## config.mk

```make
export PLATFORM = sky130hd
export DESIGN_NAME = dma_chan_cfg
export DESIGN_NICKNAME = d
export VERILOG_FILES = /design/src/core/dma_chan_cfg_pkg.sv /design/src/core/dma_chan_cfg.sv
export SDC_FILE = /design/constraint.sdc
export NUM_CORES = 1
export LEC_CHECK = 0
export BUFFER_PORTS_ARGS = -buffer_cell sky130_fd_sc_hd__buf_2
export CORE_UTILIZATION = 28
export CTS_BUF_LIST = sky130_fd_sc_hd__clkbuf_4
export DETAILED_ROUTE_END_ITERATION = 8
export SETUP_SLACK_MARGIN = 0.02
export SKIP_LAST_GASP = 1
export SYNTH_ARGS = -nofsm -noshare
export SYNTH_HDL_FRONTEND = slang
export SYNTH_SLANG_ARGS = --single-unit
```

## constraint.sdc

```tcl
create_clock -name clk_i -period 23.3 [get_ports clk_i]
set_input_delay 4.66 -clock clk_i [delete_from_list [all_inputs] [get_ports clk_i]]
set_output_delay 4.66 -clock clk_i [all_outputs]
set_load 0.05 [all_outputs]
```

## src/core/dma_chan_cfg_pkg.sv

```systemverilog
// Constants for the per-channel trigger, event and interrupt configuration block
package dma_chan_cfg_pkg;
    // Structure
    localparam int NUM_CH    = 8;
    localparam int NUM_EV_CH = 4;   // Channels wired to the event system
    localparam int NUM_PREQ  = 46;  // Peripheral request lines, code 0 unused
    localparam int ADDR_W    = 8;
    localparam int DATA_W    = 32;

    // Register byte addresses
    localparam logic [7:0] ADDR_CHANNEL_SELECT   = 8'h3f;
    localparam logic [7:0] ADDR_CONTROL_SECOND   = 8'h44;
    localparam logic [7:0] ADDR_IRQ_ENABLE_CLEAR = 8'h4c;
    localparam logic [7:0] ADDR_IRQ_ENABLE_SET   = 8'h4d;
    localparam logic [7:0] ADDR_IRQ_FLAG         = 8'h4e;

    // Field positions in channel_control_second
    localparam int ACTION_LSB    = 0;
    localparam int EV_IN_EN_BIT  = 3;
    localparam int EV_OUT_EN_BIT = 4;
    localparam int LEVEL_LSB     = 5;
    localparam int TSEL_LSB      = 8;
    localparam int TACT_LSB      = 22;

    // Interrupt bit positions
    localparam int IRQ_ERR_BIT     = 0;
    localparam int IRQ_DONE_BIT    = 1;
    localparam int IRQ_SUSPEND_BIT = 2;

    // Reset values
    localparam logic [3:0] RST_CHANNEL_SELECT = 4'h0;
    localparam logic [5:0] RST_TRIGGER_SELECT = 6'h00;
    localparam logic [2:0] RST_IRQ_ENABLE     = 3'h0;

    // Trigger selector code map
    localparam logic [5:0] TSEL_NONE         = 6'h00;
    localparam logic [5:0] TSEL_SERIAL_FIRST = 6'h01;
    localparam logic [5:0] TSEL_SERIAL_LAST  = 6'h0a;
    localparam logic [5:0] TSEL_CTIMER_FIRST = 6'h0b;
    localparam logic [5:0] TSEL_CTIMER_LAST  = 6'h15;
    localparam logic [5:0] TSEL_BTIMER_FIRST = 6'h16;
    localparam logic [5:0] TSEL_BTIMER_LAST  = 6'h24;
    localparam logic [5:0] TSEL_RESULT_READY = 6'h25;
    localparam logic [5:0] TSEL_DAC0_EMPTY   = 6'h26;
    localparam logic [5:0] TSEL_DAC1_EMPTY   = 6'h27;
    localparam logic [5:0] TSEL_RSVD_FIRST   = 6'h28;
    localparam logic [5:0] TSEL_RSVD_LAST    = 6'h2b;
    localparam logic [5:0] TSEL_CIPHER_WR    = 6'h2c;
    localparam logic [5:0] TSEL_CIPHER_RD    = 6'h2d;

    // Trigger granularity codes
    localparam logic [1:0] TACT_PER_BLOCK = 2'h0;
    localparam logic [1:0] TACT_RESERVED  = 2'h1;
    localparam logic [1:0] TACT_PER_BEAT  = 2'h2;
    localparam logic [1:0] TACT_PER_TRANS = 2'h3;

    // Event input action codes
    localparam logic [2:0] ACT_NO_ACTION    = 3'h0;
    localparam logic [2:0] ACT_TRIGGER      = 3'h1;
    localparam logic [2:0] ACT_COND_TRIGGER = 3'h2;
    localparam logic [2:0] ACT_COND_BLOCK   = 3'h3;
    localparam logic [2:0] ACT_SUSPEND      = 3'h4;
    localparam logic [2:0] ACT_RESUME       = 3'h5;
    localparam logic [2:0] ACT_SKIP_SUSPEND = 3'h6;
    localparam logic [2:0] ACT_RESERVED     = 3'h7;
endpackage : dma_chan_cfg_pkg

```

## src/core/dma_chan_cfg.sv

```systemverilog
// Per-channel trigger, arbitration level, event and interrupt enable configuration
`timescale 1ns/1ps
`default_nettype none

// Contract
// - Six-bit trigger selector, zero selects none
// - Codes 1-10: serial units rx/tx
// - Codes 11-21: control timer requests
// - Codes 22-36: basic timer requests
// - 0x25 result, 0x26/0x27 converter empty
// - 0x28-0x2B reserved, 0x2C/0x2D cipher
// - Two-bit level, higher level wins
// - Level writable while controller enabled
// - Output enable gates channel events
// - Event bits only on low channels
// - Input enable gates incoming events
// - Action acts only with input enable
// - Action codes one to three decoded, zero no action
// - Codes four to six decoded, seven reserved
// - Enable-clear write one disables interrupt
// - Set and clear share enable bits
// - Enable-clear acts on selected channel
// - Done flag needs enable or action
// - Trigger granularity field decoded
// - Enable-set write one enables interrupt
module dma_chan_cfg
    import dma_chan_cfg_pkg::*;
(
    // Clock, reset, enable
    input  wire logic                         clk_i,
    input  wire logic                         rst_n_i,
    input  wire logic                         ce_i,
    // Register port
    input  wire logic [ADDR_W-1:0]            addr_i,
    input  wire logic [DATA_W-1:0]            wdata_i,
    input  wire logic                         wr_i,
    input  wire logic                         rd_i,
    output logic      [DATA_W-1:0]            rdata_o,
    // Controller state and engine events
    input  wire logic                         ctrl_enable_i,
    input  wire logic [NUM_CH-1:0]            chan_pending_i,
    input  wire logic [NUM_CH-1:0]            block_done_i,
    input  wire logic [NUM_CH-1:0]            block_irq_act_i,
    input  wire logic [NUM_CH-1:0]            suspend_i,
    input  wire logic [NUM_CH-1:0]            error_i,
    input  wire logic [NUM_EV_CH-1:0]         ev_cond_i,
    // Far side: peripheral requests and event system
    input  wire logic [NUM_PREQ-1:0]          periph_req_i,
    input  wire logic [NUM_EV_CH-1:0]         ev_in_i,
    output logic      [NUM_EV_CH-1:0]         ev_out_o,
    // To the engine
    output logic      [NUM_CH-1:0]            trig_o,
    output logic      [NUM_CH-1:0][1:0]       gran_o,
    output logic      [NUM_EV_CH-1:0]         act_vld_o,
    output logic      [NUM_EV_CH-1:0][2:0]    act_code_o,
    output logic                              grant_vld_o,
    output logic      [2:0]                   grant_ch_o,
    output logic      [NUM_CH-1:0]            irq_o
);

    typedef struct packed {
        logic [3:0]                   ch_sel;
        logic [NUM_CH-1:0][5:0]       tsel;
        logic [NUM_CH-1:0][1:0]       tact;
        logic [NUM_CH-1:0][1:0]       gran;
        logic [NUM_CH-1:0][1:0]       level;
        logic [NUM_CH-1:0]            ev_out_en;
        logic [NUM_CH-1:0]            ev_in_en;
        logic [NUM_CH-1:0][2:0]       ev_action;
        logic [NUM_CH-1:0][2:0]       inten;
        logic [NUM_CH-1:0][2:0]       flag;
        logic [NUM_PREQ-1:0]          preq_s1;
        logic [NUM_PREQ-1:0]          preq_s2;
        logic [NUM_EV_CH-1:0]         ev_s1;
        logic [NUM_EV_CH-1:0]         ev_s2;
        logic [NUM_EV_CH-1:0]         ev_s3;
        logic [DATA_W-1:0]            rdata;
        logic [NUM_CH-1:0]            trig;
        logic [NUM_EV_CH-1:0]         evout;
        logic [NUM_EV_CH-1:0]         act_vld;
        logic [NUM_EV_CH-1:0][2:0]    act_code;
        logic                         grant_vld;
        logic [2:0]                   grant_ch;
        logic [NUM_CH-1:0]            irq;
    } state_t;

    state_t s_r;
    state_t s_nxt;

    // Selected peripheral request, nothing for none or reserved codes
    function automatic logic trig_hit(input logic [5:0] code,
                                      input logic [NUM_PREQ-1:0] req);
        logic hit;
        hit = 1'b0;
        if (code == TSEL_NONE) begin
            hit = 1'b0;
        end else if (code >= TSEL_SERIAL_FIRST && code <= TSEL_SERIAL_LAST) begin
            hit = req[code];
        end else if (code >= TSEL_CTIMER_FIRST && code <= TSEL_CTIMER_LAST) begin
            hit = req[code];
        end else if (code >= TSEL_BTIMER_FIRST && code <= TSEL_BTIMER_LAST) begin
            hit = req[code];
        end else if (code >= TSEL_RESULT_READY && code <= TSEL_DAC1_EMPTY) begin
            hit = req[code];
        end else if (code == TSEL_CIPHER_WR || code == TSEL_CIPHER_RD) begin
            hit = req[code];
        end else begin
            hit = 1'b0;
        end
        return hit;
    endfunction : trig_hit

    // Event action code to a valid action
    function automatic logic act_valid(input logic [2:0] code);
        logic v;
        // no action and reserved give nothing
        case (code)
            ACT_TRIGGER, ACT_COND_TRIGGER, ACT_COND_BLOCK,
            ACT_SUSPEND, ACT_RESUME, ACT_SKIP_SUSPEND: v = 1'b1;
            default: v = 1'b0;
        endcase
        return v;
    endfunction : act_valid

    // Granularity code passed to the engine, reserved maps to per block
    function automatic logic [1:0] gran_map(input logic [1:0] code);
        logic [1:0] g;
        case (code)
            TACT_PER_BEAT:  g = TACT_PER_BEAT;
            TACT_PER_TRANS: g = TACT_PER_TRANS;
            default:        g = TACT_PER_BLOCK;
        endcase
        return g;
    endfunction : gran_map

    logic [2:0] sel;
    logic       sel_ok;

    assign sel    = s_r.ch_sel[2:0];
    assign sel_ok = (s_r.ch_sel < 4'(NUM_CH));

    // Next state
    always_comb begin
        logic [1:0] best;
        s_nxt = s_r;
        best  = 2'h0;

        // Two-flop capture of foreign inputs
        s_nxt.preq_s1 = periph_req_i;
        s_nxt.preq_s2 = s_r.preq_s1;
        s_nxt.ev_s1   = ev_in_i;
        s_nxt.ev_s2   = s_r.ev_s1;
        s_nxt.ev_s3   = s_r.ev_s2;

        if (wr_i && addr_i == ADDR_CHANNEL_SELECT) begin
            s_nxt.ch_sel = wdata_i[3:0];
        end

        // Control register writes to selected channel
        if (wr_i && addr_i == ADDR_CONTROL_SECOND && sel_ok) begin
            s_nxt.level[sel] = wdata_i[LEVEL_LSB +: 2];
            if (!ctrl_enable_i) begin
                s_nxt.tsel[sel] = wdata_i[TSEL_LSB +: 6];
                s_nxt.tact[sel] = wdata_i[TACT_LSB +: 2];
                // event bits only on low channels
                if (sel < 3'(NUM_EV_CH)) begin
                    s_nxt.ev_out_en[sel] = wdata_i[EV_OUT_EN_BIT];
                    s_nxt.ev_in_en[sel]  = wdata_i[EV_IN_EN_BIT];
                    s_nxt.ev_action[sel] = wdata_i[ACTION_LSB +: 3];
                end
            end
        end

        // one enable set for both ports
        if (sel_ok) begin
            if (wr_i && addr_i == ADDR_IRQ_ENABLE_CLEAR) begin
                s_nxt.inten[sel] = s_r.inten[sel] & ~wdata_i[2:0];
            end
            if (wr_i && addr_i == ADDR_IRQ_ENABLE_SET) begin
                s_nxt.inten[sel] = s_r.inten[sel] | wdata_i[2:0];
            end
            // Flag write-one clear
            if (wr_i && addr_i == ADDR_IRQ_FLAG) begin
                s_nxt.flag[sel] = s_r.flag[sel] & ~wdata_i[2:0];
            end
        end

        // Flag setting wins over a clear in the same cycle
        for (int c = 0; c < NUM_CH; c++) begin
            if (suspend_i[c]) begin
                s_nxt.flag[c][IRQ_SUSPEND_BIT] = 1'b1;
            end
            if (error_i[c]) begin
                s_nxt.flag[c][IRQ_ERR_BIT] = 1'b1;
            end
            // done flag needs enable or block action
            if (block_done_i[c] && (s_r.inten[c][IRQ_DONE_BIT] || block_irq_act_i[c])) begin
                s_nxt.flag[c][IRQ_DONE_BIT] = 1'b1;
            end
            s_nxt.irq[c]  = |(s_r.flag[c] & s_r.inten[c]);
            s_nxt.trig[c] = trig_hit(s_r.tsel[c], s_r.preq_s2);
            s_nxt.gran[c] = gran_map(s_nxt.tact[c]);
        end

        // Event inputs and outputs on event channels
        for (int e = 0; e < NUM_EV_CH; e++) begin
            s_nxt.evout[e]    = s_r.ev_out_en[e] & ev_cond_i[e];
            // incoming event gated by input enable
            s_nxt.act_vld[e]  = s_r.ev_in_en[e] & s_r.ev_s2[e] & ~s_r.ev_s3[e]
                                & act_valid(s_r.ev_action[e]);
            s_nxt.act_code[e] = s_r.ev_action[e];
        end

        // highest level pending wins, lowest number on a tie
        s_nxt.grant_vld = 1'b0;
        s_nxt.grant_ch  = 3'h0;
        for (int c = 0; c < NUM_CH; c++) begin
            if (chan_pending_i[c] && (!s_nxt.grant_vld || s_r.level[c] > best)) begin
                s_nxt.grant_vld = 1'b1;
                s_nxt.grant_ch  = 3'(c);
                best            = s_r.level[c];
            end
        end

        // Read data for one cycle
        s_nxt.rdata = '0;
        if (rd_i) begin
            case (addr_i)
                ADDR_CHANNEL_SELECT: s_nxt.rdata = {28'h0000000, s_r.ch_sel};
                ADDR_CONTROL_SECOND: begin
                    if (sel_ok) begin
                        s_nxt.rdata = {8'h00, s_r.tact[sel], 8'h00, s_r.tsel[sel],
                                       1'b0, s_r.level[sel], s_r.ev_out_en[sel],
                                       s_r.ev_in_en[sel], s_r.ev_action[sel]};
                    end
                end
                ADDR_IRQ_ENABLE_CLEAR, ADDR_IRQ_ENABLE_SET: begin
                    if (sel_ok) begin
                        s_nxt.rdata = {29'h00000000, s_r.inten[sel]};
                    end
                end
                ADDR_IRQ_FLAG: begin
                    if (sel_ok) begin
                        s_nxt.rdata = {29'h00000000, s_r.flag[sel]};
                    end
                end
                default: s_nxt.rdata = '0;
            endcase
        end
    end

    // State register
    always_ff @(posedge clk_i or negedge rst_n_i) begin
        if (!rst_n_i) begin
            s_r        <= '0;
            s_r.ch_sel <= RST_CHANNEL_SELECT;
        end else if (ce_i) begin
            s_r <= s_nxt;
        end
    end

    // Outputs straight from flops
    assign rdata_o     = s_r.rdata;
    assign ev_out_o    = s_r.evout;
    assign trig_o      = s_r.trig;
    assign act_vld_o   = s_r.act_vld;
    assign act_code_o  = s_r.act_code;
    assign grant_vld_o = s_r.grant_vld;
    assign grant_ch_o  = s_r.grant_ch;
    assign irq_o       = s_r.irq;
    assign gran_o      = s_r.gran;

    // Assertions
    property p_trig_none;
        @(posedge clk_i) disable iff (!rst_n_i)
        (ce_i && s_r.tsel[0] == TSEL_NONE) |=> !trig_o[0];
    endproperty
    a_trig_none: assert property (p_trig_none) else $error("trigger with none selected");

    property p_trig_map;
        @(posedge clk_i) disable iff (!rst_n_i)
        (ce_i && s_r.tsel[0] >= TSEL_SERIAL_FIRST && s_r.tsel[0] <= TSEL_DAC1_EMPTY)
            |=> trig_o[0] == $past(s_r.preq_s2[s_r.tsel[0]]);
    endproperty
    a_trig_map: assert property (p_trig_map) else $error("trigger not from selected line");

    property p_trig_rsvd;
        @(posedge clk_i) disable iff (!rst_n_i)
        (ce_i && (s_r.tsel[0] inside {[TSEL_RSVD_FIRST:TSEL_RSVD_LAST]} || s_r.tsel[0] > TSEL_CIPHER_RD))
            |=> !trig_o[0];
    endproperty
    a_trig_rsvd: assert property (p_trig_rsvd) else $error("reserved code triggered");

    property p_level_open;
        @(posedge clk_i) disable iff (!rst_n_i)
        (ce_i && wr_i && addr_i == ADDR_CONTROL_SECOND && s_r.ch_sel == 4'h0 && ctrl_enable_i)
            |=> s_r.level[0] == $past(wdata_i[LEVEL_LSB +: 2]) && $stable(s_r.tsel[0]);
    endproperty
    a_level_open: assert property (p_level_open) else $error("level or protection wrong");

    property p_ev_bits_low;
        @(posedge clk_i) disable iff (!rst_n_i)
        (ce_i && wr_i && addr_i == ADDR_CONTROL_SECOND && s_r.ch_sel >= 4'(NUM_EV_CH))
            |=> $stable(s_r.ev_in_en) && $stable(s_r.ev_out_en) && $stable(s_r.ev_action);
    endproperty
    a_ev_bits_low: assert property (p_ev_bits_low) else $error("event bits on upper channel");

    property p_evout_gate;
        @(posedge clk_i) disable iff (!rst_n_i)
        (ce_i && !s_r.ev_out_en[0]) |=> !ev_out_o[0];
    endproperty
    a_evout_gate: assert property (p_evout_gate) else $error("event out while disabled");

    property p_evin_gate;
        @(posedge clk_i) disable iff (!rst_n_i)
        (ce_i && !s_r.ev_in_en[0]) |=> !act_vld_o[0];
    endproperty
    a_evin_gate: assert property (p_evin_gate) else $error("event action while disabled");

    property p_act_rsvd;
        @(posedge clk_i) disable iff (!rst_n_i)
        act_vld_o[0] |-> act_code_o[0] != ACT_RESERVED && act_code_o[0] != ACT_NO_ACTION;
    endproperty
    a_act_rsvd: assert property (p_act_rsvd) else $error("null action issued");

    property p_en_clear;
        @(posedge clk_i) disable iff (!rst_n_i)
        (ce_i && wr_i && addr_i == ADDR_IRQ_ENABLE_CLEAR && s_r.ch_sel == 4'h0 && wdata_i[1])
            |=> !s_r.inten[0][IRQ_DONE_BIT];
    endproperty
    a_en_clear: assert property (p_en_clear) else $error("enable not cleared");

    property p_en_set;
        @(posedge clk_i) disable iff (!rst_n_i)
        (ce_i && wr_i && addr_i == ADDR_IRQ_ENABLE_SET && s_r.ch_sel == 4'h0 && wdata_i[2])
            |=> s_r.inten[0][IRQ_SUSPEND_BIT];
    endproperty
    a_en_set: assert property (p_en_set) else $error("enable not set");

    property p_done_flag;
        @(posedge clk_i) disable iff (!rst_n_i)
        (ce_i && !s_r.inten[0][IRQ_DONE_BIT] && !block_irq_act_i[0] && !s_r.flag[0][IRQ_DONE_BIT])
            |=> !s_r.flag[0][IRQ_DONE_BIT];
    endproperty
    a_done_flag: assert property (p_done_flag) else $error("done flag set while off");

    property p_irq;
        @(posedge clk_i) disable iff (!rst_n_i)
        (ce_i && |(s_r.flag[0] & s_r.inten[0])) |=> irq_o[0];
    endproperty
    a_irq: assert property (p_irq) else $error("interrupt missing");

    property p_grant;
        @(posedge clk_i) disable iff (!rst_n_i)
        (ce_i && chan_pending_i[1] && chan_pending_i[0] && s_r.level[1] > s_r.level[0])
            |=> grant_vld_o && grant_ch_o != 3'h0;
    endproperty
    a_grant: assert property (p_grant) else $error("lower level granted");

endmodule : dma_chan_cfg

`default_nettype wire

```

==> flow_summary.ini <==
[status]
run_status = complete, but fails checks
violations = design-rule violations

[cts]
ctsRootBufferMaster = sky130_fd_sc_hd__clkbuf_4
cts_num_sinks = 342
clock_latency_ns = 0.85
postCtsHoldBufs = 0
cts_inserted_buffers = 98
cts_tree = yes
post-cts-setup-buffer-count = 0
path_clk_slew_ns = 0.06
clock_path_buffers = 3
ctsHtreeMaxLevel = 3
cts-resized-gates = 0

[power]
max-vdd-ir-drop_v = 0.0000475
power.density_nw_per_um2 = 66.6
power.static_leakage_nw = 9.03

[global_route]
overflow = 0
antenna_violations_before_repair = 5
globalRouteMet2Util_pct = 27.0
busiest_layer = met2
grt_use_total_pct = 17.2
wire_length_of_the_first_global_routing_pass_mm = 88.8
groute.layer.met3.usage_pct = 4.32
first_global_vias = 14384
globalRouteMet1Util_pct = 22.7
grt_start_max_net_pins = 176

[synthesis]
synthesized_area_um2 = 18800
yosys_register_bits = 342
ys_warn_count = 0
synth_cell_type_count = 59
asyncSetResetFlopFracSynth_pct = 100
gate_count_post_synth = 1574
ys_seq_area_share_pct = 45.5
dominantRegCellSynth = sky130_fd_sc_hd__dfrtp_1
synth_area_per_cell_um2 = 11.9
synth-edff-count = 0

[finish]
final_cell_mix = sky130_fd_sc_hd__dfrtp_1, sky130_fd_sc_hd__mux2_2, sky130_fd_sc_hd__buf_2
layout_commonest_cell = sky130_fd_sc_hd__dfrtp_1
nNetsFinal = 1833
layout-drive-gt1-share_pct = 40.6
final_design_area_no_fill_um2 = 21100
layout-area-overhead-vs-synth_pct = 12.2

[routing]
via_count = 13946
vias_per_cell = 5.34
drtPass1Iterations = 9
drt_drc_violations_left = 19
dr.first_iter.drc_count = 1383
wl_per_cell_um = 22.2
postRouteAntennaNets = 0
routed_wl_mm = 57.9

[setup_path]
worstSetupStartpointType = primary input
timing.critical_path.fanout_max = 8
worstPathBufferInverterCount = 2
worst-setup-path-type = primary input to flip-flop
timing.critical_path.from = chan_pending_i[0]
worst_r2r_startpoint = s_r[265]
critical-path-max-stage-delay_ns = 0.47
critical_path.most_common_cell = sky130_fd_sc_hd__ha_1
timing.critical_path.depth = 42
crit_path_end = grant_ch_o[2]
cell_with_the_largest_stage_delay_on_the_worst_path = sky130_fd_sc_hd__o21ai_0
timing.critical_path.arrival_ns = 13.37
regToRegSetupSlack_ns = 14.23
r2r_cells = 41
required_worst_endpoint_ns = 24.03
cp-end-kind = flip-flop
critical-path-top-delay-family = compound AO/OA/AOI/OAI gates
regToRegEndpoint = grant_ch_o[2]

[die]
dieArea_um2 = 68200
core_area_um2 = 66100
initial_core_util_pct = 28.4
die_h_um = 261
die_x_extent_um = 261
io_pins = 228
rows = 94

[placement]
routabilityCongestion = 0.896
placement.io_buffers = 193
dp_area_um2 = 19900
final_hpwl_dp_mm = 40.1

[timing]
tightest_slew_ns = 1.12
finClkSkew_ns = 0.0733
fin_setup_tns_ns = 0
period_minus_slack_ns = 12.64
slew_headroom_pct = 25.4
post-route-period-util_pct = 54.3
slew_viol_final = 0
finalHoldViolations = 0
max_freq_ghz = 0.0791
unrepaired_setup_endpoints_after_global_routing = no
timing.final.setup_violations = 0

[run]
max_cap_violations = 0

[min_path]
holdCritPathClass = flip-flop to flip-flop
layer usage:
layer | wire length, µm | share of wire, %
met1 | 24700 | 43
met5 | 42 | 0.073
met3 | 4440 | 7.7
met2 | 26900 | 47
met4 | 1790 | 3.1
final cells by class:
class / count / area [µm²]
repair buffers: 206 / 1090
flip-flops and latches: 342 / 8560
inverters: 34 / 128
clock buffers: 143 / 1070
fillers: 6743 / 45000
diodes: 2 / 5.00
well taps: 864 / 1080
multi-input cells: 998 / 9000
clock inverters: 21 / 143
cells in the mapped netlist (6+ instances only):
cell / count / share of area (%)
sky130_fd_sc_hd__a31oi_1: 25 / 0.83
sky130_fd_sc_hd__nor2b_1: 12 / 0.40
sky130_fd_sc_hd__mux4_2: 105 / 13
sky130_fd_sc_hd__nand2b_1: 11 / 0.37
sky130_fd_sc_hd__a21oi_1: 66 / 1.8
sky130_fd_sc_hd__mux2i_1: 15 / 0.80
sky130_fd_sc_hd__inv_1: 34 / 0.68
sky130_fd_sc_hd__nor2_1: 75 / 1.5
sky130_fd_sc_hd__a21o_1: 17 / 0.68
sky130_fd_sc_hd__buf_1: 22 / 0.44
sky130_fd_sc_hd__o211ai_1: 19 / 0.76
sky130_fd_sc_hd__buf_2: 7 / 0.19
sky130_fd_sc_hd__o221ai_1: 11 / 0.51
sky130_fd_sc_hd__ha_1: 13 / 0.87
sky130_fd_sc_hd__or4_1: 9 / 0.36
sky130_fd_sc_hd__o21ai_0: 25 / 0.67
sky130_fd_sc_hd__mux2_2: 218 / 13
sky130_fd_sc_hd__nor2_2: 11 / 0.37
sky130_fd_sc_hd__o22a_1: 16 / 0.75
sky130_fd_sc_hd__nand3_1: 23 / 0.61
sky130_fd_sc_hd__o32ai_1: 8 / 0.37
sky130_fd_sc_hd__clkbuf_1: 93 / 1.9
sky130_fd_sc_hd__dfrtp_1: 342 / 46
sky130_fd_sc_hd__nand2_1: 128 / 2.6
sky130_fd_sc_hd__and2_1: 6 / 0.20
sky130_fd_sc_hd__a222oi_1: 8 / 0.43
sky130_fd_sc_hd__a221oi_1: 21 / 0.98
sky130_fd_sc_hd__a22o_1: 13 / 0.61
sky130_fd_sc_hd__a22oi_1: 64 / 2.6
sky130_fd_sc_hd__buf_4: 92 / 3.7
sky130_fd_sc_hd__or3_1: 6 / 0.20
cells by family after synthesis:
family	share of synthesized area, %
and+or+nand+nor	7.75
AOI/OAI and AO/OA	11.9
adders and majority gates	0.866
buffers and inverters	6.96
muxes	26.9
DFF	45.5
other	0.0200
registers in the layout (all words and copies together), names as in the netlist:
register	flops
grant_ch_o	3
act_vld_o	4
trig_o	8
irq_o	8
grant_vld_o	1
act_code_o	12
rdata_o	15
s_r	210
ev_out_o	4
gran_o	11
s_nxt	66
how the worst min path moves through the flow:
stage / from / end / slack, ns / depth (start not counted)
floorplan: s_r[238] / s_r[238] / 0.43 / 1
global placement: s_r[263] / s_r[263] / 0.37 / 0
detailed placement: s_r[254] / s_r[254] / 0.37 / 0
CTS: s_r[254] / s_r[254] / 0.38 / 0
global route: s_r[262] / s_r[262] / 0.39 / 0
finish: s_r[252] / s_r[252] / 0.38 / 0
metrics by stage:
stage          utilization, %  std cells  total power [mW]  hold slack (ns)  setup slack, ns
6_report                 31.9       2610              1.40            0.376            10.66
5_1_grt                  31.9       2610              1.48            0.389            10.06
2_1_floorplan               -       1590             0.795            0.429            11.02
3_5_place_dp             30.1       2444             0.856            0.366             9.84
4_1_cts                  31.9       2608              1.43            0.381            10.79
3_3_place_gp             30.1       2444             0.851            0.365            10.06
power breakdown:
part / internal, mW / switching [mW] / total, mW
sequential: 0.624 / 0.0422 / 0.666
combinational: 0.0844 / 0.0942 / 0.179
clock: 0.300 / 0.260 / 0.560
total: 1.01 / 0.396 / 1.40
worst reg2reg max path, delay by kind of cell (launching register included):
| kind | cells | cell delay [ns] |
|---|---|---|
| AOI/OAI and AO/OA | 16 | 3.86 |
| adders and majority gates | 7 | 1.99 |
| buffers and inverters | 1 | 0.08 |
| DFF | 1 | 0.39 |
| muxes | 1 | 0.39 |
| and+or+nand+nor | 16 | 2.25 |
Note: power is estimated with default switching activity, not from simulation.
